File: config.mk
export PLATFORM = sky130hd
export DESIGN_NAME = ssp_command_port
export DESIGN_NICKNAME = d
export VERILOG_FILES = /design/src/inc/ssp_pkg.sv /design/src/verilog/ssp_command_port.sv
export SDC_FILE = /design/constraint.sdc
export NUM_CORES = 1
export LEC_CHECK = 0
export BUFFER_PORTS_ARGS = -buffer_cell sky130_fd_sc_hd__clkbuf_2
export CORE_ASPECT_RATIO = 0.6
export CORE_MARGIN = 4
export CORE_UTILIZATION = 45
export DETAILED_ROUTE_END_ITERATION = 10
export PLACE_DENSITY = 0.69
export RECOVER_POWER = 50
export REMOVE_ABC_BUFFERS = 1
export SLEW_MARGIN = 0
export SYNTH_ARGS = -nofsm -noshare
export SYNTH_HDL_FRONTEND = slang
export SYNTH_SLANG_ARGS = --single-unit
export TNS_END_PERCENT = 50
File: constraint.sdc
create_clock -name clock -period 3.7 [get_ports clock]
set_input_delay 0.74 -clock clock [delete_from_list [all_inputs] [get_ports clock]]
set_output_delay 0.74 -clock clock [all_outputs]
set_load 0.01 [all_outputs]
File: src/inc/ssp_pkg.sv
// shared constants, encodings and carrier types of the serial command port
package ssp_pkg;

	// frame layout
	localparam int FRAME_BITS = 16;
	localparam logic [4:0] CNT_FULL = 5'h10;
	localparam logic [4:0] CNT_SAT = 5'h1f;
	localparam logic [4:0] CNT_ADDR_DONE = 5'h07;
	localparam int ADDR_HI = 6;
	localparam int ACCESS_BIT = 7;
	localparam int DATA_LO = 8;
	localparam int DATA_HI = 15;
	localparam int STATUS_SEL_BIT = 6;
	localparam logic [15:0] FRAME_ZEROS = 16'h0000;
	localparam logic [15:0] FRAME_ONES = 16'hffff;

	// register addresses the port checks against
	localparam logic [6:0] ADDR_MODE_CTRL = 7'h01;
	localparam logic [6:0] ADDR_WATCHDOG_CONTROL_REG = 7'h02;
	localparam logic [6:0] ADDR_TRX_CTRL = 7'h04;
	localparam logic [6:0] ADDR_WAKE_EN = 7'h06;
	localparam logic [6:0] ADDR_TIMER1 = 7'h0c;
	localparam logic [6:0] ADDR_TIMER2 = 7'h0d;
	localparam logic [6:0] ADDR_PIN_CFG = 7'h17;
	localparam logic [6:0] ADDR_DEV_STAT = 7'h43;

	// field positions
	localparam int MODE_HI = 7;
	localparam int MODE_LO = 6;
	localparam int MEAS_BIT = 5;
	localparam int TMR_PER_HI = 2;
	localparam int TMR_PER_LO = 0;
	localparam int TMR_ON_HI = 6;
	localparam int TMR_ON_LO = 4;
	localparam int SUM_WAKE_BIT = 4;

	// mode field values written to the mode control register
	localparam logic [1:0] MF_NORMAL = 2'h0;
	localparam logic [1:0] MF_SLEEP = 2'h1;
	localparam logic [1:0] MF_STOP = 2'h2;
	localparam logic [1:0] MF_SOFT_RST = 2'h3;

	// operating mode codes of the chip
	localparam logic [2:0] SBC_INIT = 3'h0;
	localparam logic [2:0] SBC_NORMAL = 3'h1;
	localparam logic [2:0] SBC_STOP = 3'h2;
	localparam logic [2:0] SBC_SLEEP = 3'h3;
	localparam logic [2:0] SBC_RESTART = 3'h4;
	localparam logic [2:0] SBC_FAILSAFE = 3'h5;

	// buffering
	localparam int FIFO_DEPTH = 32;

	typedef struct packed {
		logic mode_only;
		logic access;
		logic [6:0] addr;
		logic [7:0] data;
	} ssp_cmd_type;

	localparam int CMD_W = $bits(ssp_cmd_type);

	typedef enum logic [1:0] {PH_IDLE, PH_FRAME, PH_EXEC} ssp_phase_type;

	typedef struct packed {
		logic csn_m;
		logic csn_s;
		logic csn_p;
		logic clk_m;
		logic clk_s;
		logic clk_p;
		logic sdi_m;
		logic sdi_s;
		logic rst_m;
		logic rst_s;
		ssp_phase_type phase;
		logic [4:0] fall_cnt;
		logic [4:0] rise_cnt;
		logic [15:0] rx;
		logic [15:0] resp;
		logic sdo;
		logic drive;
		logic rst_seen;
		logic edge_bad;
		logic err;
		logic fail;
		logic [6:0] rd_addr;
		logic rd_cap;
		ssp_cmd_type cmd;
		logic push;
		logic mreq_v;
		logic [2:0] mreq_t;
		logic irq;
	} ssp_state_type;

	localparam ssp_state_type STATE_RESET = '{
		csn_m: 1'b1, csn_s: 1'b1, csn_p: 1'b1,
		clk_m: 1'b0, clk_s: 1'b0, clk_p: 1'b0,
		sdi_m: 1'b0, sdi_s: 1'b0, rst_m: 1'b0, rst_s: 1'b0,
		phase: PH_IDLE, fall_cnt: 5'h00, rise_cnt: 5'h00,
		rx: 16'h0000, resp: 16'h0000, sdo: 1'b1, drive: 1'b0,
		rst_seen: 1'b0, edge_bad: 1'b0, err: 1'b0, fail: 1'b0,
		rd_addr: 7'h00, rd_cap: 1'b0, cmd: '0, push: 1'b0,
		mreq_v: 1'b0, mreq_t: 3'h0, irq: 1'b0};

endpackage

File: src/verilog/ssp_command_port.sv
// command fifo and serial command port of the system basis chip

// command fifo: valid/ready on both sides, honest full and empty
module ssp_fifo #(
	parameter int WIDTH = 17,
	parameter int DEPTH = 32
) (
	// clock, reset and enable
	input wire logic clock,
	input wire logic resetn,
	input wire logic clk_en,
	// fill side
	input wire logic in_valid,
	output logic in_ready,
	input wire logic [WIDTH-1:0] in_data,
	// drain side
	output logic out_valid,
	input wire logic out_ready,
	output logic [WIDTH-1:0] out_data
);
	localparam int AW = $clog2(DEPTH);

	typedef struct packed {
		logic [AW-1:0] wr_ptr;
		logic [AW-1:0] rd_ptr;
		logic [AW:0] count;
	} ssp_fifo_state_type;

	ssp_fifo_state_type s_r;
	ssp_fifo_state_type s_nxt;
	logic [WIDTH-1:0] mem [DEPTH];
	logic do_wr;
	logic do_rd;

	assign in_ready = (s_r.count != (AW+1)'(DEPTH));
	assign out_valid = (s_r.count != '0);
	assign out_data = mem[s_r.rd_ptr];
	assign do_wr = in_valid && in_ready && clk_en;
	assign do_rd = out_valid && out_ready && clk_en;

	// pointer and occupancy update; pointers wrap only for power-of-two depth
	always_comb begin
		s_nxt = s_r;
		if (do_wr) begin
			s_nxt.wr_ptr = s_r.wr_ptr + 1'b1;
		end
		if (do_rd) begin
			s_nxt.rd_ptr = s_r.rd_ptr + 1'b1;
		end
		if (do_wr && !do_rd) begin
			s_nxt.count = s_r.count + 1'b1;
		end else if (do_rd && !do_wr) begin
			s_nxt.count = s_r.count - 1'b1;
		end
	end

	always_ff @(posedge clock or negedge resetn) begin
		if (!resetn) begin
			s_r <= '0;
		end else if (clk_en) begin
			s_r <= s_nxt;
		end
	end

	// storage array, no reset needed since empty slots are never read out
	always_ff @(posedge clock) begin
		if (do_wr) begin
			mem[s_r.wr_ptr] <= in_data;
		end
	end
endmodule

module ssp_command_port (
	// clock, reset, enable
	input wire logic clock,
	input wire logic resetn,
	input wire logic clk_en,
	// serial pins
	input wire logic chip_select_n,
	input wire logic sclk,
	input wire logic sdi,
	output logic sdo_out,
	output logic sdo_oe_n,
	// chip state seen by the port
	input wire logic reset_out_n,
	input wire logic [2:0] sbc_mode,
	input wire logic fail_output,
	input wire logic [7:0] transceiver_ctrl_reg,
	input wire logic [7:0] wake_enable_reg,
	input wire logic [7:0] pin_config_reg,
	input wire logic [7:0] wake_status_low_reg,
	input wire logic [7:0] wake_status_high_reg,
	input wire logic [7:0][7:0] status_regs,
	// same-frame read port
	output logic [6:0] rd_addr,
	input wire logic [7:0] rd_data,
	// accepted commands toward the register file
	output logic cmd_valid,
	input wire logic cmd_ready,
	output ssp_pkg::ssp_cmd_type cmd_data,
	// flags and requests
	output logic frame_err,
	output logic spi_fail,
	output logic mode_req_valid,
	output logic [2:0] mode_req_target,
	output logic irq_out_n
);
	ssp_pkg::ssp_state_type s_r;
	ssp_pkg::ssp_state_type s_nxt;
	logic fifo_in_ready;
	logic fifo_out_valid;
	logic [ssp_pkg::CMD_W-1:0] fifo_out_data;
	logic [7:0] summary;
	logic wake_any;

	assign wake_any = (wake_status_low_reg != 8'h00) || (wake_status_high_reg != 8'h00);

	genvar gi;
	generate
		for (gi = 0; gi < 8; gi++) begin : g_sum
			if (gi == ssp_pkg::SUM_WAKE_BIT) begin : g_wake
				assign summary[gi] = wake_any;
			end else begin : g_reg
				assign summary[gi] = (status_regs[gi] != 8'h00);
			end
		end
	endgenerate

	// frame tracking, shifting and command decode
	always_comb begin
		logic csn_fall;
		logic csn_rise;
		logic clk_rise;
		logic clk_fall;
		logic enabled;
		logic fault;
		logic [6:0] addr;
		logic acc;
		logic [7:0] d;
		logic [1:0] mf;
		logic rej;
		logic keep;
		logic clr_fail;
		s_nxt = s_r;
		csn_fall = s_r.csn_p && !s_r.csn_s;
		csn_rise = !s_r.csn_p && s_r.csn_s;
		clk_rise = s_r.clk_s && !s_r.clk_p;
		clk_fall = !s_r.clk_s && s_r.clk_p;
		// port live in init, normal, stop
		enabled = (sbc_mode == ssp_pkg::SBC_INIT) || (sbc_mode == ssp_pkg::SBC_NORMAL)
			|| (sbc_mode == ssp_pkg::SBC_STOP);
		fault = 1'b0;
		addr = s_r.rx[ssp_pkg::ADDR_HI:0];
		acc = s_r.rx[ssp_pkg::ACCESS_BIT];
		d = s_r.rx[ssp_pkg::DATA_HI:ssp_pkg::DATA_LO];
		mf = d[ssp_pkg::MODE_HI:ssp_pkg::MODE_LO];
		rej = 1'b0;
		keep = 1'b0;
		clr_fail = 1'b0;
		// two-stage synchronisers, third stage only for edges
		s_nxt.csn_m = chip_select_n;
		s_nxt.csn_s = s_r.csn_m;
		s_nxt.csn_p = s_r.csn_s;
		s_nxt.clk_m = sclk;
		s_nxt.clk_s = s_r.clk_m;
		s_nxt.clk_p = s_r.clk_s;
		s_nxt.sdi_m = sdi;
		s_nxt.sdi_s = s_r.sdi_m;
		s_nxt.rst_m = reset_out_n;
		s_nxt.rst_s = s_r.rst_m;
		s_nxt.mreq_v = 1'b0;
		s_nxt.irq = 1'b0;
		s_nxt.rd_cap = 1'b0;
		// same-frame read data lands in the upper response byte
		if (s_r.rd_cap) begin
			s_nxt.resp[ssp_pkg::DATA_HI:ssp_pkg::DATA_LO] = rd_data;
		end
		case (s_r.phase)
			ssp_pkg::PH_IDLE: begin
				if (csn_fall) begin
					s_nxt.phase = ssp_pkg::PH_FRAME;
					s_nxt.fall_cnt = 5'h00;
					s_nxt.rise_cnt = 5'h00;
					s_nxt.rx = 16'h0000;
					s_nxt.resp = {8'h00, summary};
					s_nxt.sdo = s_r.err;
					s_nxt.err = 1'b0;
					s_nxt.drive = enabled || !s_r.rst_s;
					s_nxt.edge_bad = s_r.clk_s;
					s_nxt.rst_seen = !s_r.rst_s;
				end
			end
			ssp_pkg::PH_FRAME: begin
				// remember reset low anywhere in frame
				if (!s_r.rst_s) begin
					s_nxt.rst_seen = 1'b1;
				end
				// next response bit after rising clock
				if (clk_rise) begin
					if (s_r.rise_cnt < ssp_pkg::CNT_FULL) begin
						s_nxt.sdo = s_r.resp[s_r.rise_cnt[3:0]];
					end
					if (s_r.rise_cnt != ssp_pkg::CNT_SAT) begin
						s_nxt.rise_cnt = s_r.rise_cnt + 5'h01;
					end
				end
				// capture input bit on falling clock
				if (clk_fall) begin
					if (s_r.fall_cnt < ssp_pkg::CNT_FULL) begin
						s_nxt.rx[s_r.fall_cnt[3:0]] = s_r.sdi_s;
					end
					if (s_r.fall_cnt != ssp_pkg::CNT_SAT) begin
						s_nxt.fall_cnt = s_r.fall_cnt + 5'h01;
					end
					// status address known, fetch for this frame
					if (s_r.fall_cnt == ssp_pkg::CNT_ADDR_DONE) begin
						s_nxt.rd_addr = s_r.rx[ssp_pkg::ADDR_HI:0];
						s_nxt.rd_cap = 1'b1;
					end
				end
				// interpret on select release and free the line
				if (csn_rise) begin
					s_nxt.drive = 1'b0;
					s_nxt.sdo = 1'b1;
					s_nxt.phase = ssp_pkg::PH_IDLE;
					// clock count and clock level at select edges
					fault = ((s_r.fall_cnt != 5'h00) && (s_r.fall_cnt != ssp_pkg::CNT_FULL))
						|| s_r.edge_bad || s_r.clk_s;
					// frame start, end or body in reset
					fault = fault || s_r.rst_seen || !s_r.rst_s;
					if (fault) begin
						s_nxt.err = 1'b1;
					end else if ((s_r.fall_cnt == 5'h00) || !enabled) begin
						keep = 1'b0;
					end else if ((s_r.rx == ssp_pkg::FRAME_ZEROS) || (s_r.rx == ssp_pkg::FRAME_ONES)) begin
						rej = 1'b1;
					end else if (addr[ssp_pkg::STATUS_SEL_BIT]) begin
						keep = acc;
						clr_fail = acc && (addr == ssp_pkg::ADDR_DEV_STAT);
					end else if (acc) begin
						keep = 1'b1;
						// odd watchdog parity drops trigger and settings
						if ((addr == ssp_pkg::ADDR_WATCHDOG_CONTROL_REG) && (^d)) begin
							rej = 1'b1;
						end else if (sbc_mode == ssp_pkg::SBC_STOP) begin
							if (addr == ssp_pkg::ADDR_MODE_CTRL) begin
								case (mf)
									ssp_pkg::MF_NORMAL: begin
										// only the mode change is kept
										s_nxt.cmd.mode_only = 1'b1;
										s_nxt.mreq_v = 1'b1;
										s_nxt.mreq_t = ssp_pkg::SBC_NORMAL;
									end
									ssp_pkg::MF_SOFT_RST: begin
										s_nxt.mreq_v = 1'b1;
										s_nxt.mreq_t = ssp_pkg::SBC_RESTART;
									end
									ssp_pkg::MF_SLEEP: begin
										rej = 1'b1;
										s_nxt.mreq_v = 1'b1;
										s_nxt.mreq_t = ssp_pkg::SBC_RESTART;
									end
									default: begin
										rej = 1'b1;
									end
								endcase
							end else if (addr != ssp_pkg::ADDR_WATCHDOG_CONTROL_REG) begin
								// no other change allowed in stop
								rej = 1'b1;
							end
						end else if (addr == ssp_pkg::ADDR_MODE_CTRL) begin
							s_nxt.mreq_v = 1'b1;
							case (mf)
								ssp_pkg::MF_NORMAL: s_nxt.mreq_t = ssp_pkg::SBC_NORMAL;
								ssp_pkg::MF_SOFT_RST: s_nxt.mreq_t = ssp_pkg::SBC_RESTART;
								default: s_nxt.mreq_t = (mf == ssp_pkg::MF_STOP) ?
									ssp_pkg::SBC_STOP : ssp_pkg::SBC_SLEEP;
							endcase
							if ((sbc_mode == ssp_pkg::SBC_INIT) && (mf != ssp_pkg::MF_NORMAL)
								&& (mf != ssp_pkg::MF_SOFT_RST)) begin
								// init refuses low power, goes normal
								rej = 1'b1;
								s_nxt.mreq_t = ssp_pkg::SBC_NORMAL;
							end else if ((mf == ssp_pkg::MF_SLEEP)
								&& (transceiver_ctrl_reg == 8'h00) && (wake_enable_reg == 8'h00)
								&& (pin_config_reg == 8'h00)) begin
								// no wake source: restart, rest still applied
								s_nxt.fail = 1'b1;
								s_nxt.mreq_t = ssp_pkg::SBC_RESTART;
							end else if ((mf == ssp_pkg::MF_STOP) && wake_any) begin
								s_nxt.irq = 1'b1;
							end
						end else if ((addr == ssp_pkg::ADDR_WAKE_EN) && d[ssp_pkg::MEAS_BIT]
							&& (fail_output || (pin_config_reg != 8'h00))) begin
							// measurement needs pin and fail output off
							rej = 1'b1;
						end else if ((addr == ssp_pkg::ADDR_PIN_CFG)
							&& wake_enable_reg[ssp_pkg::MEAS_BIT]) begin
							rej = 1'b1;
						end else if (((addr == ssp_pkg::ADDR_TIMER1) || (addr == ssp_pkg::ADDR_TIMER2))
							&& (d[ssp_pkg::TMR_ON_HI:ssp_pkg::TMR_ON_LO]
							>= d[ssp_pkg::TMR_PER_HI:ssp_pkg::TMR_PER_LO])) begin
							// on-time must be shorter than period
							rej = 1'b1;
						end
					end
					if (rej) begin
						keep = 1'b0;
						s_nxt.mreq_v = s_nxt.mreq_v && (s_nxt.mreq_t != ssp_pkg::SBC_STOP);
					end
					if (!s_nxt.cmd.mode_only || !keep) begin
						s_nxt.cmd.mode_only = 1'b0;
					end
					s_nxt.cmd.access = acc;
					s_nxt.cmd.addr = addr;
					s_nxt.cmd.data = d;
					s_nxt.push = keep;
					if (keep) begin
						s_nxt.phase = ssp_pkg::PH_EXEC;
					end
				end
			end
			ssp_pkg::PH_EXEC: begin
				// wait here while the fifo is full; this back-pressures the frame path
				if (fifo_in_ready) begin
					s_nxt.push = 1'b0;
					s_nxt.cmd.mode_only = 1'b0;
					s_nxt.phase = ssp_pkg::PH_IDLE;
				end
			end
			default: begin
				s_nxt.phase = ssp_pkg::PH_IDLE;
			end
		endcase
		// set wins over the host clear
		s_nxt.fail = (s_nxt.fail && !clr_fail) || rej;
		// output high in reset, and whenever released
		if (!s_r.rst_s || !s_nxt.drive) begin
			s_nxt.sdo = 1'b1;
		end
	end

	always_ff @(posedge clock or negedge resetn) begin
		if (!resetn) begin
			s_r <= ssp_pkg::STATE_RESET;
		end else if (clk_en) begin
			s_r <= s_nxt;
		end
	end

	ssp_fifo #(
		.WIDTH(ssp_pkg::CMD_W),
		.DEPTH(ssp_pkg::FIFO_DEPTH)
	) u_fifo (
		.clock(clock),
		.resetn(resetn),
		.clk_en(clk_en),
		.in_valid(s_r.push && (s_r.phase == ssp_pkg::PH_EXEC)),
		.in_ready(fifo_in_ready),
		.in_data(s_r.cmd),
		.out_valid(fifo_out_valid),
		.out_ready(cmd_ready),
		.out_data(fifo_out_data)
	);

	// outputs straight from state
	assign sdo_out = s_r.sdo;
	assign sdo_oe_n = !s_r.drive; // low while the port owns the line
	assign rd_addr = s_r.rd_addr;
	assign cmd_valid = fifo_out_valid;
	assign cmd_data = ssp_pkg::ssp_cmd_type'(fifo_out_data);
	assign frame_err = s_r.err;
	assign spi_fail = s_r.fail;
	assign mode_req_valid = s_r.mreq_v;
	assign mode_req_target = s_r.mreq_t;
	assign irq_out_n = !s_r.irq;
endmodule

==> run summary, run 1 <==
crit path cell chain: buf_12, clkbuf_16, mux4_2, mux4_2, mux2_2, clkbuf_2
fin. max-slew vios: 39
slew margin rel.: -0.376
Yosys warnings: 0
delay-heaviest family, CP: multiplexers
DRC viols: 0
reg2reg end: u_fifo.s_r[5]
library cells used by synthesis: 57
shortest period the worst path allows: 3700 ps
P per Cell Area: 511 nW/um^2
Yosys top cell area share: 0.614
CP dominant cell by count: mux4_2
Leak: 10.9 nW
DR pass1 iterations: 6
busiest grt layer: met1
Die ar.: 63,200 um^2
Setup crit start kind: flop
largest net degree at the start of global routing: 43
kind of critical path: flop to output pin
drt total wl: 61,300 um
WP data arrival: 2960 ps
setup violators final: 0
post-route ant nets: 0
crit path max fanout: 11
Final Skew: 21.3 ps
Die Y: 196 um
RSZ-0062 raised after global routing: yes
outcome: finished with violations
critical-path cell with the highest stage delay: mux4_2
drt first-iter violations: 1,968
ys async rst share: 0.164
CP bufs+invs: 3
core area: 58,000 um^2
io pins: 158
worst hold path type: input port to flop
Seq/Total Area, Yosys: 0.715
Wirelength per Cell: 24.9 um
FMAX: 0.271 GHz
final net count: 1,803
Clock Sinks: 651
max_cap viols: 1
worst setup path endpoint: cmd_data[12]
CTS tree: built
grt total ovfl: 0
area grow syn2layout: 16.1%
vias per inst: 5.85
initial antenna violation count: 0
mux cell area share after synthesis: 0.164
grt met1 use: 0.314
pre-CTS setup slack: 120 ps
Synth Register Bits: 651
Crit. End Element: output pin
initial core utilization: 0.459
num rows: 68
All-Layer GR Usage: 0.194
Root Driver: clkbuf_16
slowest stage delay, CP: 510 ps
routability cong.: 0.857
Post-Syn Area: 26,600 um^2
Synth area leaders: edfxtp_1 61%, mux4_2 15%, dfrtp_1 9.7%, mux2_2 1.5%, ha_1 1.4%
Clk Latency, worst-skew pair: 600 ps
Antenna Cells: 0
period utilization: 0.999
Final HPWL DP: 39,000 um
Yosys top cell by area: edfxtp_1
share of cells above drive strength 1: 0.338
CTS buffer count: 55
H-tree depth: 2
WP data required: 2960 ps
number of global-route vias before repair: 14,300
clk buf depth: 3
global-route wire length before repair: 91,600 um
min setup slack post-route: 3.57 ps
final core occ: 0.533
post-synthesis xor/xnor area fraction: 0.00592
post-synthesis simple-gate area fraction: 0.0510
met3 usage: 0.0275
Mapped Cells: 1,434
Compound-Gate Fraction of Synth Area: 0.0308
R2R depth: 13
maximum VDD drop: 317 uV
Reg clk slew, reported paths: 70 ps
crit path launch: u_fifo.s_r[6]
Port Buffer Count: 149
Reg2Reg Setup Slack: 200 ps
Post-synth EDFFs: 544
failing checks: max-capacitance violations, max-slew violations
most common cell after layout, fill and taps aside: edfxtp_1
Mapped Avg Cell Area: 18.6 um^2
M2 GR Usage: 0.284
Fillers: 4,513
die width: 322 um
vias post-DR: 14,400
Worst path depth: 6
CTS Hold Bufs: 0
most used flip-flop cell after synthesis: edfxtp_1
FF-to-FF Start: u_fifo.s_r[0]
most frequent cells in the layout: 544 x edfxtp_1, 175 x mux4_2, 149 x clkbuf_2, 99 x dfrtp_1, 87 x nand2_1
Slew @ Worst Pin: 2060 ps
final hold violation count: 0
total power: 15.8 mW
area share of fa/ha/maj cells after synthesis: 0.0149
largest family of logic cells by synthesized area: multiplexers
[worst reg2reg max path, stage by stage (launching register included)]
cell	delay (ps)
dfrtp_1	460
nor4_2	320
or3b_2	490
and3_1	260
inv_1	140
ha_1	250
inv_1	150
ha_1	310
a21o_1	180
a21o_1	200
a21oi_2	170
nor3_1	70
a211o_1	250
xor2_1	140
[worst min path at each step]
stage | start | endpoint | slack (ps) | cells past startpoint
finish | sdi | s_nxt[83] | 390 | 2
global route | sdi | s_nxt[83] | 370 | 2
CTS | resetn | s_r[46] | 110 | 1
detailed placement | s_nxt[83] | s_r[83] | 470 | 2
global placement | s_nxt[81] | s_r[81] | 470 | 2
floorplan | resetn | frame_err | 440 | 0
[per-layer routing]
metal  vias up  part of all wire
met2       549              0.45
met5         -                 0
met3        73             0.075
met4         0             0.015
met1      7589              0.46
li1       6183                 -
[layout make-up]
type | count | area (um^2) | share of cell area
inverter | 27 | 101 | 0.00328
timing repair buffer | 236 | 1750 | 0.0566
sequential | 651 | 19000 | 0.616
clock buffer | 71 | 1480 | 0.0478
tap | 770 | 963 | 0.0312
clock inverter | 29 | 395 | 0.0128
multi-input combinational | 677 | 7200 | 0.233
[through the flow]
stage	cell area, um^2	hold WS [ps]	std cells	TNS [ps]
final	30900	394	2461	0
after detailed placement	28800	470	2344	0
after CTS	30800	107	2457	-104
after floorplan	26200	444	1355	-75000
after global routing	30900	369	2461	-520
after global placement	28800	472	2344	0
[cells in the mapped netlist (2+ instances only)]
master     instances
a31oi_1            8
nor4_1            27
a21oi_1           36
nand3_1           27
a21o_1             6
nor3_1            10
mux4_2           175
or3_1              4
a22o_1             4
buf_6              2
nor2_1            62
xnor2_1           13
nand2_1           87
buf_1             14
o21a_1             8
o22ai_1            3
a2111oi_0          3
nand2b_1           9
o211ai_1           3
buf_4             22
xor2_1             5
edfxtp_1         544
buf_2              5
a211o_1            2
nand3b_1           4
ha_1              30
o31ai_1            2
dfstp_2            4
o21ai_0           56
clkbuf_1          36
mux2_2            36
or3b_2             3
dfrtp_1          103
mux2i_1            2
nand4_1           14
nor4b_1            3
inv_1             27
and2_1             6
and3_1             5
nor2b_1            7
[flip-flops by register name, indices dropped and copies added, names as in the netlist]
signal,flops
u_fifo.mem,544
s_r,71
sdo_out,1
u_fifo.s_r,16
mode_req_target,3
s_nxt,6
spi_fail,1
mode_req_valid,1
rd_addr,7
frame_err,1
[repair_timing]
item,CTS,global route
gates cloned,0,5
setup endpoints to repair,17,18
buffers inserted,13,0
resized for setup,3,8
[cells by family (layout without fill, tap and decap cells)]
logic type,after synthesis,count (layout)
DFF,651,651
and+or+nand+nor,276,276
muxes,213,213
AOI/OAI and AO/OA,139,139
buffers and inverters,106,363
adders and majority gates,31,31
xor gates and xnor gates,18,18
[power by group]
part / switching, mW / total, mW / internal [mW] / leakage [nW]
registers: 0.490 / 8.83 / 8.34 / 6.70
clock network: 2.55 / 6.06 / 3.51 / 0.910
logic: 0.511 / 0.897 / 0.387 / 3.26
Note: power is estimated with default switching activity, not from simulation.
==> run 2, diff against run 1 <==
ABC_CLOCK_PERIOD_IN_PS = 3700   (was default)
CELL_PAD_IN_SITES_DETAIL_PLACEMENT = 1   (was default)
CELL_PAD_IN_SITES_GLOBAL_PLACEMENT = 2   (was default)
PLACE_DENSITY = 0.84   (was 0.69)
==> run summary, run 2 (same netlist as run 1, synthesis figures left out) <==
largest net degree at the start of global routing: 108
largest reg by FF count: u_fifo.mem
Clk pwr share: 0.392
WP data required: 2960 ps
Antenna Cells: 0
io pins: 158
DR pass1 iterations: 5
setup violators final: 3
final hold violation count: 0
FMAX: 0.268 GHz
Final HPWL DP: 42,900 um
pre-CTS setup slack: 33.7 ps
outcome: finished with violations
CTS Hold Bufs: 0
shortest period the worst path allows: 3730 ps
vias post-DR: 14,600
drt total wl: 67,600 um
vias per inst: 5.94
kind of critical path: flop to output pin
number of flip-flops in the largest register: 544
fin. max-slew vios: 139
Setup crit start kind: flop
P per Cell Area: 522 nW/um^2
Die ar.: 63,200 um^2
Clock Sinks: 651
Layout Cells excl Fill: 2,461
area grow syn2layout: 16.4%
number of global-route vias before repair: 15,700
grt total ovfl: 0
clk buf depth: 3
initial core utilization: 0.459
most common cell after layout, fill and taps aside: edfxtp_1
slew margin rel.: -0.844
placed insts: 2,339
worst hold path type: input port to flop
num rows: 68
WP data arrival: 2990 ps
Slew @ Worst Pin: 2770 ps
core area: 58,000 um^2
CTS tree: built
biggest registers after layout: u_fifo.mem x544, s_r x71, u_fifo.s_r x16
Logic pwr share: 0.060
sw frac: 0.236
Final Skew: 18.7 ps
final net count: 1,795
most frequent cells in the layout: 544 x edfxtp_1, 175 x mux4_2, 148 x clkbuf_2, 99 x dfrtp_1, 87 x nand2_1
Die Y: 196 um
period utilization: 1.01
max_cap viols: 2
drt first-iter violations: 1,728
post-route ant nets: 0
Clk Latency, worst-skew pair: 600 ps
All-Layer GR Usage: 0.217
Internal Power: 12.3 mW
total power: 16.2 mW
Sequential Power Share: 0.548
H-tree depth: 2
share of cells above drive strength 1: 0.344
crit path max fanout: 13
routability cong.: 0.833
Crit. End Element: output pin
Wirelength per Cell: 27.5 um
min setup slack post-route: -28.6 ps
failing checks: max-capacitance violations, max-slew violations, negative setup slack
switching pwr: 3.82 mW
Reg clk slew, reported paths: 70 ps
Leak: 10.9 nW
global-route wire length before repair: 102,000 um
initial antenna violation count: 0
Root Driver: clkbuf_16
RSZ-0062 raised after global routing: yes
CTS buffer count: 59
maximum VDD drop: 320 uV
Port Buffer Count: 149
DRC viols: 0
WHS: 379 ps
Fillers: 5,254
die width: 322 um
## run 2: area by class of cell
class / instances / area (um^2) / share of cell area
multi-input combinational: 677 / 7220 / 0.233
sequential: 651 / 19000 / 0.614
tap: 770 / 963 / 0.0311
timing repair buffer: 224 / 1650 / 0.0534
clock buffer: 73 / 1580 / 0.0510
clock inverter: 39 / 439 / 0.0142
inverter: 27 / 101 / 0.00327
## run 2: worst max-delay path, stage by stage, from the launching register on
cell and delay (ps):
dfrtp_4 430, buf_12 210, buf_6 190, mux4_2 550
mux4_2 540, mux2_2 310, clkbuf_2 130
## run 2: per-stage QoR
stage / cell area [um^2] / utilization / setup TNS [ps]
3_3_place_gp: 28700 / 0.495 / 0
2_1_floorplan: 26200 / - / -75000
3_5_place_dp: 28700 / 0.495 / 0
4_1_cts: 30900 / 0.533 / -365
5_1_grt: 31000 / 0.534 / -1180
6_report: 31000 / 0.534 / -42.7
## run 2: power by group through the flow
stage	Sequential, mW	Clock, mW	Combinational [mW]
2_1_floorplan	8.77	0	0.599
3_5_place_dp	9.01	0	0.950
6_report	8.86	6.34	0.970
4_1_cts	8.85	6.48	0.955
5_1_grt	8.92	6.83	1.06
3_3_place_gp	8.95	0	0.914
## run 2: path summary, 6_finish.rpt
kind	cells past startpoint	slack, ps	to	start
max	6	-30	cmd_data[13]	u_fifo.s_r[6]
min	2	380	s_nxt[83]	sdi
max reg2reg	13	190	u_fifo.s_r[5]	u_fifo.s_r[0]
min reg2reg	1	490	u_fifo.s_r[10]	u_fifo.s_r[10]
max in group asynchronous	2	650	u_fifo.s_r[6]	resetn
min in group asynchronous	2	1110	s_nxt[86]	resetn
## run 2: routing by layer
metal	GRT usage	part of all wire	wire length, um	vias to the layer above
met5	0	0	0	-
met4	0.0363	0.013	901	0
met3	0.0359	0.068	4620	66
met2	0.338	0.47	31900	545
met1	0.332	0.45	30200	7856
li1	-	-	-	6158
## run 2: what timing repair did
item | in CTS | in global routing
gates resized for setup | 9 | 7
buffers inserted | 6 | 1
endpoints found under the setup margin | 17 | 18
cloned | 1 | 2
==> run 3, diff against run 2 <==
ABC_AREA = 1   (was default)
CORE_UTILIZATION = 41   (was 45)
PLACE_DENSITY = 0.86   (was 0.84)
==> run summary, run 3 <==
RSZ-0062 raised after global routing: yes
post-route ant nets: 0
DR pass1 iterations: 5
shortest period the worst path allows: 3550 ps
Reg clk slew, reported paths: 70 ps
period utilization: 0.960
failing checks: max-capacitance violations, max-slew violations
maximum VDD drop: 407 uV
R2R depth: 18
mux cell area share after synthesis: 0
Post-Syn Area: 27,400 um^2
largest family of logic cells by synthesized area: compound AO/OA/AOI/OAI gates
core area: 66,200 um^2
Reg2Reg Setup Slack: 440 ps
worst hold path type: input port to flop
reg2reg end: u_fifo.s_r[5]
global-route wire length before repair: 121,000 um
initial antenna violation count: 1
WP data required: 2960 ps
final net count: 2,669
Seq/Total Area, Yosys: 0.694
initial core utilization: 0.414
Synth area leaders: edfxtp_1 60%, dfrtp_1 9.4%, o21ai_0 5.8%, nor2_1 5.4%, nand2_1 3.3%
Antenna Cells: 0
io pins: 158
Setup crit start kind: flop
fin. max-slew vios: 92
vias per inst: 5.65
Hold Crit Start: chip_select_n
die width: 342 um
sw frac: 0.379
final hold violation count: 0
crit path cell chain: clkinv_2, buf_16, o21ai_0, o22ai_1, o211ai_1, nand4_1, o21ai_2, inv_1, clkbuf_2
Port Buffer Count: 149
Synth Register Bits: 651
Final HPWL DP: 49,700 um
DRC viols: 0
Mapped Cells: 2,366
grt total ovfl: 0
most frequent cells in the layout: 544 x edfxtp_1, 373 x nor2_1, 317 x o21ai_0, 238 x nand2_1, 149 x clkbuf_2
Slew @ Worst Pin: 3200 ps
CTS buffer count: 59
WP data arrival: 2810 ps
sequential cell area: 19,000 um^2
Root Driver: clkbuf_16
slowest stage delay, CP: 590 ps
largest net degree at the start of global routing: 91
min setup slack post-route: 149 ps
H-tree depth: 2
biggest registers after layout: u_fifo.mem x544, s_r x71, u_fifo.s_r x16
setup violators final: 0
Yosys warnings: 0
Hold Path Depth: 3
Logic pwr share: 0.320
number of flip-flops in the largest register: 544
post-synthesis xor/xnor area fraction: 0.00320
Crit. End Element: output pin
Layout Cells excl Fill: 3,464
area grow syn2layout: 14.6%
kind of critical path: flop to output pin
Clk Latency, worst-skew pair: 620 ps
All-Layer GR Usage: 0.220
Compound-Gate Fraction of Synth Area: 0.123
Worst Hold Endpoint: s_nxt[89]
area occupied by multi-input gates: 7260 um^2
FF-to-FF Start: u_fifo.s_r[1]
Post-synth EDFFs: 544
Sequential Power Share: 0.421
max_cap viols: 2
post-synthesis simple-gate area fraction: 0.121
vias post-DR: 19,600
Die ar.: 71,100 um^2
FMAX: 0.282 GHz
num rows: 73
placed insts: 3,345
drt total wl: 79,600 um
area share of fa/ha/maj cells after synthesis: 0.0144
Clk pwr share: 0.258
most used flip-flop cell after synthesis: edfxtp_1
crit path max fanout: 90
Final Skew: 20.6 ps
commonest cells in the netlist: 544 x edfxtp_1, 396 x nor2_1, 318 x o21ai_0
Die Y: 208 um
switching pwr: 9.06 mW
outcome: finished with violations
largest reg by FF count: u_fifo.mem
pre-CTS setup slack: 390 ps
most common cell after layout, fill and taps aside: edfxtp_1
routability cong.: 0.828
Fillers: 7,045
CTS tree: built
ys async rst share: 0.164
number of global-route vias before repair: 20,500
clk buf depth: 3
Clock Sinks: 651
library cells used by synthesis: 45
Wirelength per Cell: 23.0 um
critical-path cell with the highest stage delay: dfrtp_4
share of cells above drive strength 1: 0.147
slew margin rel.: -1.14
Yosys top cell by area: edfxtp_1
Leak: 11.4 nW
Internal Power: 14.8 mW
P per Cell Area: 762 nW/um^2
Mapped Avg Cell Area: 11.6 um^2
Yosys top cell area share: 0.596
count leader, synth: edfxtp_1
drt first-iter violations: 1,785
[run 3: cell types whose count changed after synthesis, moves of 16 or more]
cell / delta
nor2_1: +334
o21ai_1: +42
mux4_2: -175
nand2_1: +151
nand3_1: +40
o21ai_0: +262
nand4_1: +16
clkbuf_1: +58
o22ai_1: +96
inv_1: +109
buf_2: +21
o221ai_1: +52
o211ai_1: +16
mux2_2: -36
[run 3: logic make-up after synthesis]
logic type / Yosys count
compound gates: 591
xor+xnor: 10
fa+ha+maj: 31
buf+inv: 291
flops: 651
simple gates: 792
[run 3: power groups by stage]
stage | registers (mW) | logic (mW) | clock network [mW]
2_1_floorplan | 10.1 | 4.21 | 0
3_3_place_gp | 10.2 | 6.91 | 0
3_5_place_dp | 10.3 | 7.24 | 0
4_1_cts | 10.1 | 7.53 | 6.28
5_1_grt | 10.2 | 8.45 | 6.61
6_report | 10.1 | 7.66 | 6.17
[run 3: critical path: cells and delay by family, from the launching register on]
kind	cells	cell delay [ps]
buffers and inverters	4	690
AND/OR/NAND/NOR	1	180
AO/OA/AOI/OAI	4	670
flip-flops	1	590
[run 3: area by class of cell]
cell class	instances	area share
clock buffers	73	0.0494
clock inverters	38	0.0115
inverters	153	0.0193
multi-input cells	1424	0.231
flip-flops and latches	651	0.606
well taps	900	0.0359
repair buffers	224	0.0459
repair inverters	1	0.000359
[run 3: per-layer routing]
| layer | up-vias | wire, um | GRT usage |
|---|---|---|---|
| met4 | 4 | 1570 | 0.0479 |
| met3 | 123 | 5280 | 0.0371 |
| met2 | 643 | 36000 | 0.341 |
| met5 | - | 26 | 0 |
| met1 | 10000 | 36700 | 0.327 |
| li1 | 8803 | - | - |
[run 3: what timing repair did]
item                                   4_1_cts  5_1_grt
pin swaps                                    1        0
cloned                                       1        1
buffers inserted                             3        3
setup endpoints to repair                   17       16
endpoints found under the hold margin        0        0
hold buffers                                 0        0
gates resized for setup                      7        7
[run 3: worst max path at each step]
| stage | startpoint | to | slack, ps | cells after the start |
|---|---|---|---|---|
| after global placement | u_fifo.s_r[6] | cmd_data[12] | 490 | 9 |
| final | u_fifo.s_r[7] | cmd_data[7] | 150 | 9 |
| after CTS | u_fifo.s_r[6] | cmd_data[12] | 0.9 | 9 |
| after floorplan | u_fifo.s_r[6] | cmd_data[11] | -5420 | 7 |
| after global routing | u_fifo.s_r[7] | cmd_data[7] | -0.6 | 9 |
| after detailed placement | u_fifo.s_r[6] | cmd_data[12] | 390 | 9 |
[run 3: stage by stage]
step	total power [mW]	cell area (um^2)	utilization	hold WS, ps	setup TNS [ps]
2_1_floorplan	14.3	26800	-	442	-104360
3_3_place_gp	17.1	29300	0.443	451	0
3_5_place_dp	17.5	29300	0.443	468	0
4_1_cts	23.9	31300	0.473	205	0
6_report	23.9	31400	0.474	322	0
5_1_grt	25.3	31400	0.474	308	-0.589
